`src/domc_pkg.sv`:
```
package domc_pkg;

	// ****************************************
	// Operating modes
	// ****************************************
	typedef enum logic [2:0] {
		MODE_RESET     = 3'h0,
		MODE_SLEEP1    = 3'h1,
		MODE_FAIL_SAFE = 3'h2,
		MODE_NORMAL    = 3'h3,
		MODE_STANDBY   = 3'h4,
		MODE_SLEEP2    = 3'h5
	} domc_mode_t;

	// ****************************************
	// Sizes and timing
	// ****************************************
	localparam int CHANNELS = 4;
	localparam int CLK_PERIOD_NS = 50;
	localparam int STDBY_OUT_NS = 50000;
	localparam int STDBY_OUT_CYC = (STDBY_OUT_NS + CLK_PERIOD_NS - 1) / CLK_PERIOD_NS;
	localparam int WATCHDOG_TOGGLE_BIT_TIMEOUT_US = 30000;
	localparam int WATCHDOG_TOGGLE_BIT_TIMEOUT_CYC = (WATCHDOG_TOGGLE_BIT_TIMEOUT_US * 1000) / CLK_PERIOD_NS;
	localparam int CNT_W = 24;
	localparam logic [CNT_W-1:0] CNT_ZERO = 24'h000000;
	localparam logic [CNT_W-1:0] CNT_ONE = 24'h000001;

	// ****************************************
	// Grouped signals
	// ****************************************
	typedef struct packed {
		logic unlock;
		logic standby_request;
		logic run_enable;
		logic soft_reset;
		logic watchdog_toggle_bit;
	} domc_ctrl_t;

	typedef struct packed {
		logic spi_active;
		logic regs_writable;
		logic regs_clear;
		logic spi_diag;
		logic sense_diag;
		logic reset_bit;
		logic cs_forced_high;
	} domc_stat_t;

endpackage : domc_pkg

```
`src/domc_cnt.sv`:
```
`timescale 1ns/1ns
// Saturating timeout counter: restarts on clear, flags when it reaches the limit
module domc_cnt #(
	parameter int W = 24
) (
	// Clock and reset
	input wire logic i_mclk,
	input wire logic i_rst_n,
	input wire logic i_ce,
	// Control
	input wire logic i_run,
	input wire logic [W-1:0] i_limit,
	// Result
	output logic o_expired
);
	logic [W-1:0] cnt_r;
	logic [W-1:0] cnt_nxt;
	logic exp_r;
	logic exp_nxt;

	always_comb begin
		cnt_nxt = cnt_r;
		exp_nxt = 1'b0;
		if (!i_run) begin
			cnt_nxt = '0;
		end else if (cnt_r >= i_limit) begin
			exp_nxt = 1'b1;
		end else begin
			cnt_nxt = cnt_r + {{(W-1){1'b0}}, 1'b1};
		end
	end

	always_ff @(posedge i_mclk or negedge i_rst_n) begin
		if (!i_rst_n) begin
			cnt_r <= '0;
			exp_r <= 1'b0;
		end else if (i_ce) begin
			cnt_r <= cnt_nxt;
			exp_r <= exp_nxt;
		end
	end

	assign o_expired = exp_r;
endmodule : domc_cnt

```
`src/domc_ctrl.sv`:
```
`timescale 1ns/1ns
module domc_ctrl #(
	parameter int CH = domc_pkg::CHANNELS,
	parameter int STDBY_CYC = domc_pkg::STDBY_OUT_CYC,
	parameter int WDT_CYC = domc_pkg::WATCHDOG_TOGGLE_BIT_TIMEOUT_CYC
) (
	// Clock and reset
	input wire logic i_mclk,
	input wire logic i_rst_n,
	input wire logic i_ce,
	// Supplies and sensing
	input wire logic i_vdd_por_ok,
	input wire logic i_vcc_uv,
	input wire logic i_case_hot,
	input wire logic i_case_cool,
	// Pins and SPI-written bits
	input wire logic [CH-1:0] i_direct_channel_inputs,
	input wire logic i_chip_select_low,
	input wire logic i_spi_wr,
	input wire domc_pkg::domc_ctrl_t i_ctrl,
	input wire logic [CH-1:0] i_spi_out_ctrl,
	// Results
	output domc_pkg::domc_mode_t o_mode,
	output domc_pkg::domc_stat_t o_stat,
	output logic [CH-1:0] o_out_on,
	output logic o_case_warn
);
	// ****************************************
	// Reset release
	// ****************************************
	logic rs1_r;
	logic rs2_r;
	always_ff @(posedge i_mclk or negedge i_rst_n) begin
		if (!i_rst_n) begin
			rs1_r <= 1'b0;
			rs2_r <= 1'b0;
		end else begin
			rs1_r <= 1'b1;
			rs2_r <= rs1_r;
		end
	end
	wire rst_n = rs2_r;

	// ****************************************
	// Mode machine
	// ****************************************
	domc_pkg::domc_mode_t mode_r;
	domc_pkg::domc_mode_t mode_nxt;
	logic [CH-1:0] in_q_r;
	logic unlock_r;
	logic unlock_nxt;
	logic wd_q_r;
	logic por_flag_r;
	logic por_flag_nxt;
	logic sw_flag_r;
	logic sw_flag_nxt;
	logic cs_exp;
	logic wd_exp;
	logic wd_run;

	wire any_rise = |(i_direct_channel_inputs & ~in_q_r);
	wire all_low = ~|i_direct_channel_inputs;
	wire cs_run = i_chip_select_low &&
		(mode_r == domc_pkg::MODE_STANDBY || mode_r == domc_pkg::MODE_SLEEP2);
	wire wd_toggle = i_ctrl.watchdog_toggle_bit != wd_q_r;
	assign wd_run = (mode_r == domc_pkg::MODE_NORMAL) && !wd_toggle;

	domc_cnt #(.W(domc_pkg::CNT_W)) u_cs_cnt (
		.i_mclk(i_mclk), .i_rst_n(rst_n), .i_ce(i_ce), .i_run(cs_run),
		.i_limit(domc_pkg::CNT_W'(STDBY_CYC)), .o_expired(cs_exp));
	domc_cnt #(.W(domc_pkg::CNT_W)) u_wd_cnt (
		.i_mclk(i_mclk), .i_rst_n(rst_n), .i_ce(i_ce), .i_run(wd_run),
		.i_limit(domc_pkg::CNT_W'(WDT_CYC)), .o_expired(wd_exp));

	always_comb begin
		mode_nxt = mode_r;
		unlock_nxt = unlock_r;
		por_flag_nxt = por_flag_r;
		sw_flag_nxt = sw_flag_r;
		case (mode_r)
			domc_pkg::MODE_RESET: begin
				unlock_nxt = 1'b0;
				if (i_vdd_por_ok) begin
					mode_nxt = domc_pkg::MODE_FAIL_SAFE;
					por_flag_nxt = 1'b1;
				end else if (all_low) begin
					mode_nxt = domc_pkg::MODE_SLEEP1;
				end
			end
			domc_pkg::MODE_SLEEP1: begin
				unlock_nxt = 1'b0;
				if (i_vdd_por_ok) begin
					mode_nxt = domc_pkg::MODE_FAIL_SAFE;
					por_flag_nxt = 1'b1;
				end else if (any_rise) begin
					mode_nxt = domc_pkg::MODE_RESET;
				end
			end
			domc_pkg::MODE_FAIL_SAFE, domc_pkg::MODE_NORMAL: begin
				if (!i_vdd_por_ok) begin
					mode_nxt = domc_pkg::MODE_RESET;
				end else if (mode_r == domc_pkg::MODE_NORMAL &&
					(i_ctrl.soft_reset || wd_exp || (i_spi_wr && !i_ctrl.run_enable &&
					!(unlock_r && i_ctrl.standby_request)))) begin
					mode_nxt = domc_pkg::MODE_FAIL_SAFE;
					sw_flag_nxt = i_ctrl.soft_reset;
					por_flag_nxt = 1'b0;
					unlock_nxt = 1'b0;
				end else if (i_spi_wr) begin
					if (i_ctrl.unlock) begin
						unlock_nxt = 1'b1;
					end else if (unlock_r && !i_ctrl.standby_request && i_ctrl.run_enable) begin
						if (mode_r == domc_pkg::MODE_FAIL_SAFE) begin
							mode_nxt = domc_pkg::MODE_NORMAL;
						end
						unlock_nxt = 1'b0;
					end else if (unlock_r && i_ctrl.standby_request && !i_ctrl.run_enable) begin
						mode_nxt = domc_pkg::MODE_STANDBY;
						unlock_nxt = 1'b0;
					end else begin
						unlock_nxt = 1'b0;
					end
					if (mode_r == domc_pkg::MODE_FAIL_SAFE && i_ctrl.soft_reset) begin
						sw_flag_nxt = 1'b1;
					end
				end
				if (mode_nxt != domc_pkg::MODE_FAIL_SAFE && mode_nxt != mode_r) begin
					por_flag_nxt = 1'b0;
					sw_flag_nxt = 1'b0;
				end
			end
			domc_pkg::MODE_STANDBY, domc_pkg::MODE_SLEEP2: begin
				unlock_nxt = 1'b0;
				if (!i_vdd_por_ok) begin
					mode_nxt = domc_pkg::MODE_RESET;
				end else if (cs_exp) begin
					mode_nxt = domc_pkg::MODE_FAIL_SAFE;
				end else if (mode_r == domc_pkg::MODE_STANDBY && all_low) begin
					mode_nxt = domc_pkg::MODE_SLEEP2;
				end else if (mode_r == domc_pkg::MODE_SLEEP2 && any_rise) begin
					mode_nxt = domc_pkg::MODE_STANDBY;
				end
			end
			default: begin
				mode_nxt = domc_pkg::MODE_RESET;
			end
		endcase
	end

	always_ff @(posedge i_mclk or negedge rst_n) begin
		if (!rst_n) begin
			mode_r <= domc_pkg::MODE_RESET;
			in_q_r <= '0;
			unlock_r <= 1'b0;
			wd_q_r <= 1'b0;
			por_flag_r <= 1'b0;
			sw_flag_r <= 1'b0;
		end else if (i_ce) begin
			mode_r <= mode_nxt;
			in_q_r <= i_direct_channel_inputs;
			unlock_r <= unlock_nxt;
			wd_q_r <= i_ctrl.watchdog_toggle_bit;
			por_flag_r <= por_flag_nxt;
			sw_flag_r <= sw_flag_nxt;
		end
	end

	// ****************************************
	// Outputs and status
	// ****************************************
	domc_pkg::domc_stat_t stat_r;
	domc_pkg::domc_stat_t stat_nxt;
	logic [CH-1:0] out_r;
	logic [CH-1:0] out_nxt;
	logic warn_r;
	logic warn_nxt;

	always_comb begin
		stat_nxt = '0;
		out_nxt = '0;
		warn_nxt = warn_r;
		if (i_case_hot) begin
			warn_nxt = 1'b1;
		end else if (i_case_cool) begin
			warn_nxt = 1'b0;
		end
		case (mode_r)
			domc_pkg::MODE_RESET: begin
				out_nxt = i_direct_channel_inputs;
				stat_nxt.regs_clear = 1'b1;
			end
			domc_pkg::MODE_SLEEP1: begin
				stat_nxt.regs_clear = 1'b1;
			end
			domc_pkg::MODE_FAIL_SAFE: begin
				out_nxt = i_direct_channel_inputs;
				stat_nxt.spi_active = 1'b1;
				stat_nxt.regs_writable = 1'b1;
				stat_nxt.regs_clear = sw_flag_r;
				stat_nxt.spi_diag = 1'b1;
				stat_nxt.reset_bit = sw_flag_r | por_flag_r;
			end
			domc_pkg::MODE_NORMAL: begin
				out_nxt = i_spi_out_ctrl | i_direct_channel_inputs;
				stat_nxt.spi_active = 1'b1;
				stat_nxt.regs_writable = 1'b1;
				stat_nxt.spi_diag = 1'b1;
				stat_nxt.sense_diag = 1'b1;
			end
			domc_pkg::MODE_STANDBY, domc_pkg::MODE_SLEEP2: begin
				stat_nxt.cs_forced_high = 1'b1;
			end
			default: begin
				stat_nxt = '0;
			end
		endcase
		if (i_vcc_uv) begin
			out_nxt = '0;
			stat_nxt.sense_diag = 1'b0;
			stat_nxt.reset_bit = 1'b0;
		end
	end

	always_ff @(posedge i_mclk or negedge rst_n) begin
		if (!rst_n) begin
			stat_r <= '0;
			out_r <= '0;
			warn_r <= 1'b0;
		end else if (i_ce) begin
			stat_r <= stat_nxt;
			out_r <= out_nxt;
			warn_r <= warn_nxt;
		end
	end

	assign o_mode = mode_r;
	assign o_stat = stat_r;
	assign o_out_on = out_r;
	assign o_case_warn = warn_r;
endmodule : domc_ctrl

```
`config.mk`:
```
export PLATFORM = sky130hd
export DESIGN_NAME = domc_ctrl
export DESIGN_NICKNAME = d
export VERILOG_FILES = /design/src/domc_pkg.sv /design/src/domc_cnt.sv /design/src/domc_ctrl.sv
export SDC_FILE = /design/constraint.sdc
export NUM_CORES = 1
export LEC_CHECK = 0
export ABC_AREA = 1
export BUFFER_PORTS_ARGS = -buffer_cell sky130_fd_sc_hd__buf_2
export CAP_MARGIN = 5
export CELL_PAD_IN_SITES_DETAIL_PLACEMENT = 1
export CELL_PAD_IN_SITES_GLOBAL_PLACEMENT = 2
export CORE_ASPECT_RATIO = 2
export CORE_MARGIN = 1.5
export CORE_UTILIZATION = 35
export CTS_BUF_LIST = sky130_fd_sc_hd__clkbuf_16
export CTS_CLUSTER_DIAMETER = 80
export CTS_CLUSTER_SIZE = 40
export DETAILED_ROUTE_END_ITERATION = 16
export PLACE_DENSITY = 0.79
export SYNTH_ARGS = -nofsm -noshare
export SYNTH_HDL_FRONTEND = slang
export SYNTH_SLANG_ARGS = --single-unit
export TNS_END_PERCENT = 50
```
`constraint.sdc`:
```
create_clock -name i_mclk -period 2.94 [get_ports i_mclk]
set_input_delay 0.441 -clock i_mclk [delete_from_list [all_inputs] [get_ports i_mclk]]
set_output_delay 0.441 -clock i_mclk [all_outputs]
set_load 0.01 [all_outputs]
```
==> results.sh <==
export IMPL_synth_ff_type="dfrtp_1"
export IMPL_post_cts_resized=0
export IMPL_postCtsSetupBuffers=0
export IMPL_grt_ovfl_total=0
export IMPL_synth_commonest_cells="nand2_1, dfrtp_1, inv_1, nor2_1, nand3_1"
export IMPL_endpoint_kind="flip-flop"
export IMPL_design_area_um2=4621
export IMPL_status="finished clean"
export IMPL_num_io_pins=37
export IMPL_drive_gt1_share_pct=15.02
export IMPL_power_internal_uw=1897
export IMPL_slew_headroom_pct=60.33
export IMPL_cts_tree="done"
export IMPL_fmax_mhz=480.5
export IMPL_dpl_instance_area_um2=4298
export IMPL_hold_path_class="reg2async"
export IMPL_instances_no_fill=688
export IMPL_yosysMostFrequentCell="nand2_1"
export IMPL_critical_path_required_ns=3.20
export IMPL_synthDistinctLibCells=43
export IMPL_viasPerCell=5.113
export IMPL_yosys_area_top_type="dfrtp_1"
export IMPL_yosys_warnings=0
export IMPL_seq_power_share_pct=42.3
export IMPL_sw_frac_of_total_pct=27.14
export IMPL_switchingPower_uw=706.7
export IMPL_reg2reg_depth=8
export IMPL_clock_skew_ns=0.008223
export IMPL_period_share_pct=70.78
export IMPL_period_minus_slack_ns=2.081
export IMPL_antenna_found_initial=0
export IMPL_clock_root_buffer="clkbuf_16"
export IMPL_syn_nets=532
export IMPL_syn_avg_cell_area_um2=7.952
export IMPL_power_uw=2604
export IMPL_first_iter_violations=135
export IMPL_drc=0
export IMPL_core_area_um2=11290
export IMPL_gr_usage_met1_pct=18.64
export IMPL_htreeDepth=3
export IMPL_vias=3518
export IMPL_clkSinkCount=73
export IMPL_grt_util_all_layers_pct=19.35
export IMPL_syn_inst=506
export IMPL_firstDrtPassIters=4
export IMPL_clk_path_buf_depth=2
export IMPL_critPathKind="reg2reg"
export IMPL_hpwlAfterDp_um=8101
export IMPL_setup_viol=0
export IMPL_ys_seq_area_share_pct=45.40
export IMPL_grt_util_met2_pct=38.30
export IMPL_grt_pass1_wl_um=18170
export IMPL_port_buffers=36
export IMPL_p_clk_share_pct=44.7
export IMPL_syn_area_um2=4024
export IMPL_start_util_pct=35.65
export IMPL_p_per_area_nw_per_um2=563.5
export IMPL_ys_ff_latch=73
export IMPL_synth_area_leaders="dfrtp_1, nand2_1, inv_1"
export IMPL_cellLeakagePower_uw=0.002127
export IMPL_yosys_area_top_type_share_pct=45.40
export IMPL_gp_congestion=0.9163
export IMPL_die_area_um2=12190
export IMPL_drv_cap=0
export IMPL_critPathLaunchType="flip-flop"
export IMPL_final_core_util_pct=40.94
export IMPL_row_count=55
export IMPL_grt_max_degree=72
export IMPL_antenna_cells=0
export IMPL_arrival_ns=2.34
export IMPL_cts_clk_slew_worst_paths_ns=0.06
export IMPL_routed_wl_um=10740
export IMPL_p_comb_share_pct=13.0
export IMPL_slew_violations=0
export IMPL_hold_violations=0
export IMPL_synth_edf_count=0
export IMPL_final_antenna_net_count=0
export IMPL_finalSetupTns_ns=0
export IMPL_clkLatencyLatePin_ns=0.34
export IMPL_cp_max_fo=25
export IMPL_place_inst=671
export IMPL_wl_per_cell_um=15.61
export IMPL_die_h_um=154.6
export IMPL_cts_buffers=9
export IMPL_ctsHoldBuffers=1
export IMPL_met3_usage_pct=3.835
export IMPL_fp_dieW_um=78.82
export IMPL_rsz0062_at_grt="false"
export IMPL_worst_pin_slew_ns=0.5896
export IMPL_nNetsFinal=567
export IMPL_async_flop_share_pct=100.0
export IMPL_vdd_drop_max_mv=0.2630
export IMPL_syn2layout_area_growth_pct=14.83
export IMPL_grt_pass1_vias=3768
export IMPL_grt_busiest_layer="met2"
-- metal layers --
metal	wire length (um)	vias up
met5	0	-
met4	353	0
met3	276	21
met2	6196	56
met1	3913	1723
li1	-	1718
-- worst max-delay path, cell delays in order, from the launching register on --
cell,delay (ns)
dfrtp_1,0.59
nor2_1,0.15
nand2_1,0.19
nand2_1,0.14
nand2_2,0.41
clkinv_4,0.17
nor2_2,0.13
a21oi_1,0.07
nor3_1,0.13
-- registers in the layout (all words and copies together), names as in the netlist --
register / count
u_wd_cnt.o_expired: 1
rs1_r: 1
u_cs_cnt.o_expired: 1
u_cs_cnt.cnt_r: 24
sw_flag_r: 1
o_case_warn: 1
rs2_r: 1
o_mode: 3
in_q_r: 4
o_stat: 5
o_out_on: 4
por_flag_r: 1
u_wd_cnt.cnt_r: 24
wd_q_r: 1
unlock_r: 1
-- cell usage in the layout, fill, tap and decap left out, types with 2 or more instances in the layout --
cell type and instances:
nand3b_1 3, a21oi_1 16, nand2_2 3, clkinv_1 2, o21ai_0 29, clkinv_4 2, o22ai_1 2, nor2_1 50
o21ai_1 13, a21oi_2 2, o211ai_1 4, inv_2 3, nand2_4 3, nor3_1 11, inv_1 56, bufinv_16 2
buf_2 36, nor3_2 2, dfrtp_1 72, clkbuf_16 9, buf_4 2, or2_0 4, ha_1 4, nor4_1 2
nand3_1 30, or2_1 2, nand4_1 16, a21boi_0 4, o21a_1 2, o31ai_1 6, nand2_1 119, or2_2 8
xor2_1 12
-- path summary, 6_finish.rpt --
check                                     to       start  slack, ns
min                        u_wd_cnt.cnt_r[3]       rs2_r       0.29
max                        u_cs_cnt.cnt_r[5]   o_mode[1]       0.86
min in group i_mclk              o_case_warn  i_case_hot       0.34
max in group asynchronous          in_q_r[3]       rs2_r       2.31
min reg2reg                u_wd_cnt.cnt_r[3]       rs2_r       0.29
max reg2reg                u_cs_cnt.cnt_r[5]   o_mode[1]       0.86
-- per-stage QoR --
stage	worst slack [ns]	hold slack, ns
finish	0.8590	0.2870
global placement	0.8582	0.2261
detailed placement	0.7983	0.2281
CTS	0.8233	0.3297
floorplan	0.7565	0.1454
global route	0.6405	0.3511
-- final cells by class --
cell class                 instances  area, um^2
clock buffer                       9       225.2
clock inverter                     7       87.58
fill                            1430        6665
inverter                          60       232.7
multi-input combinational        357        1844
sequential                        73        1828
tap                              142       177.7
timing repair buffer              40       225.2
-- cells by family after synthesis --
family,Yosys count,share of synthesized area [%]
AND/OR/NAND/NOR,257,29.66
AO/OA/AOI/OAI,83,12.22
other,1,0.09319
buffers and inverters,76,8.769
flip-flops,73,45.40
XOR/XNOR,12,2.612
adder cells (fa/ha/maj),4,1.244
-- power by group through the flow --
stage / clock network (uW) / registers [uW] / logic, uW
floorplan: 0 / 1120 / 241
global placement: 0 / 1120 / 342
detailed placement: 0 / 1120 / 347
CTS: 1200 / 1100 / 350
global route: 1240 / 1110 / 387
finish: 1160 / 1100 / 339
Power figures use the tool's default switching activity.
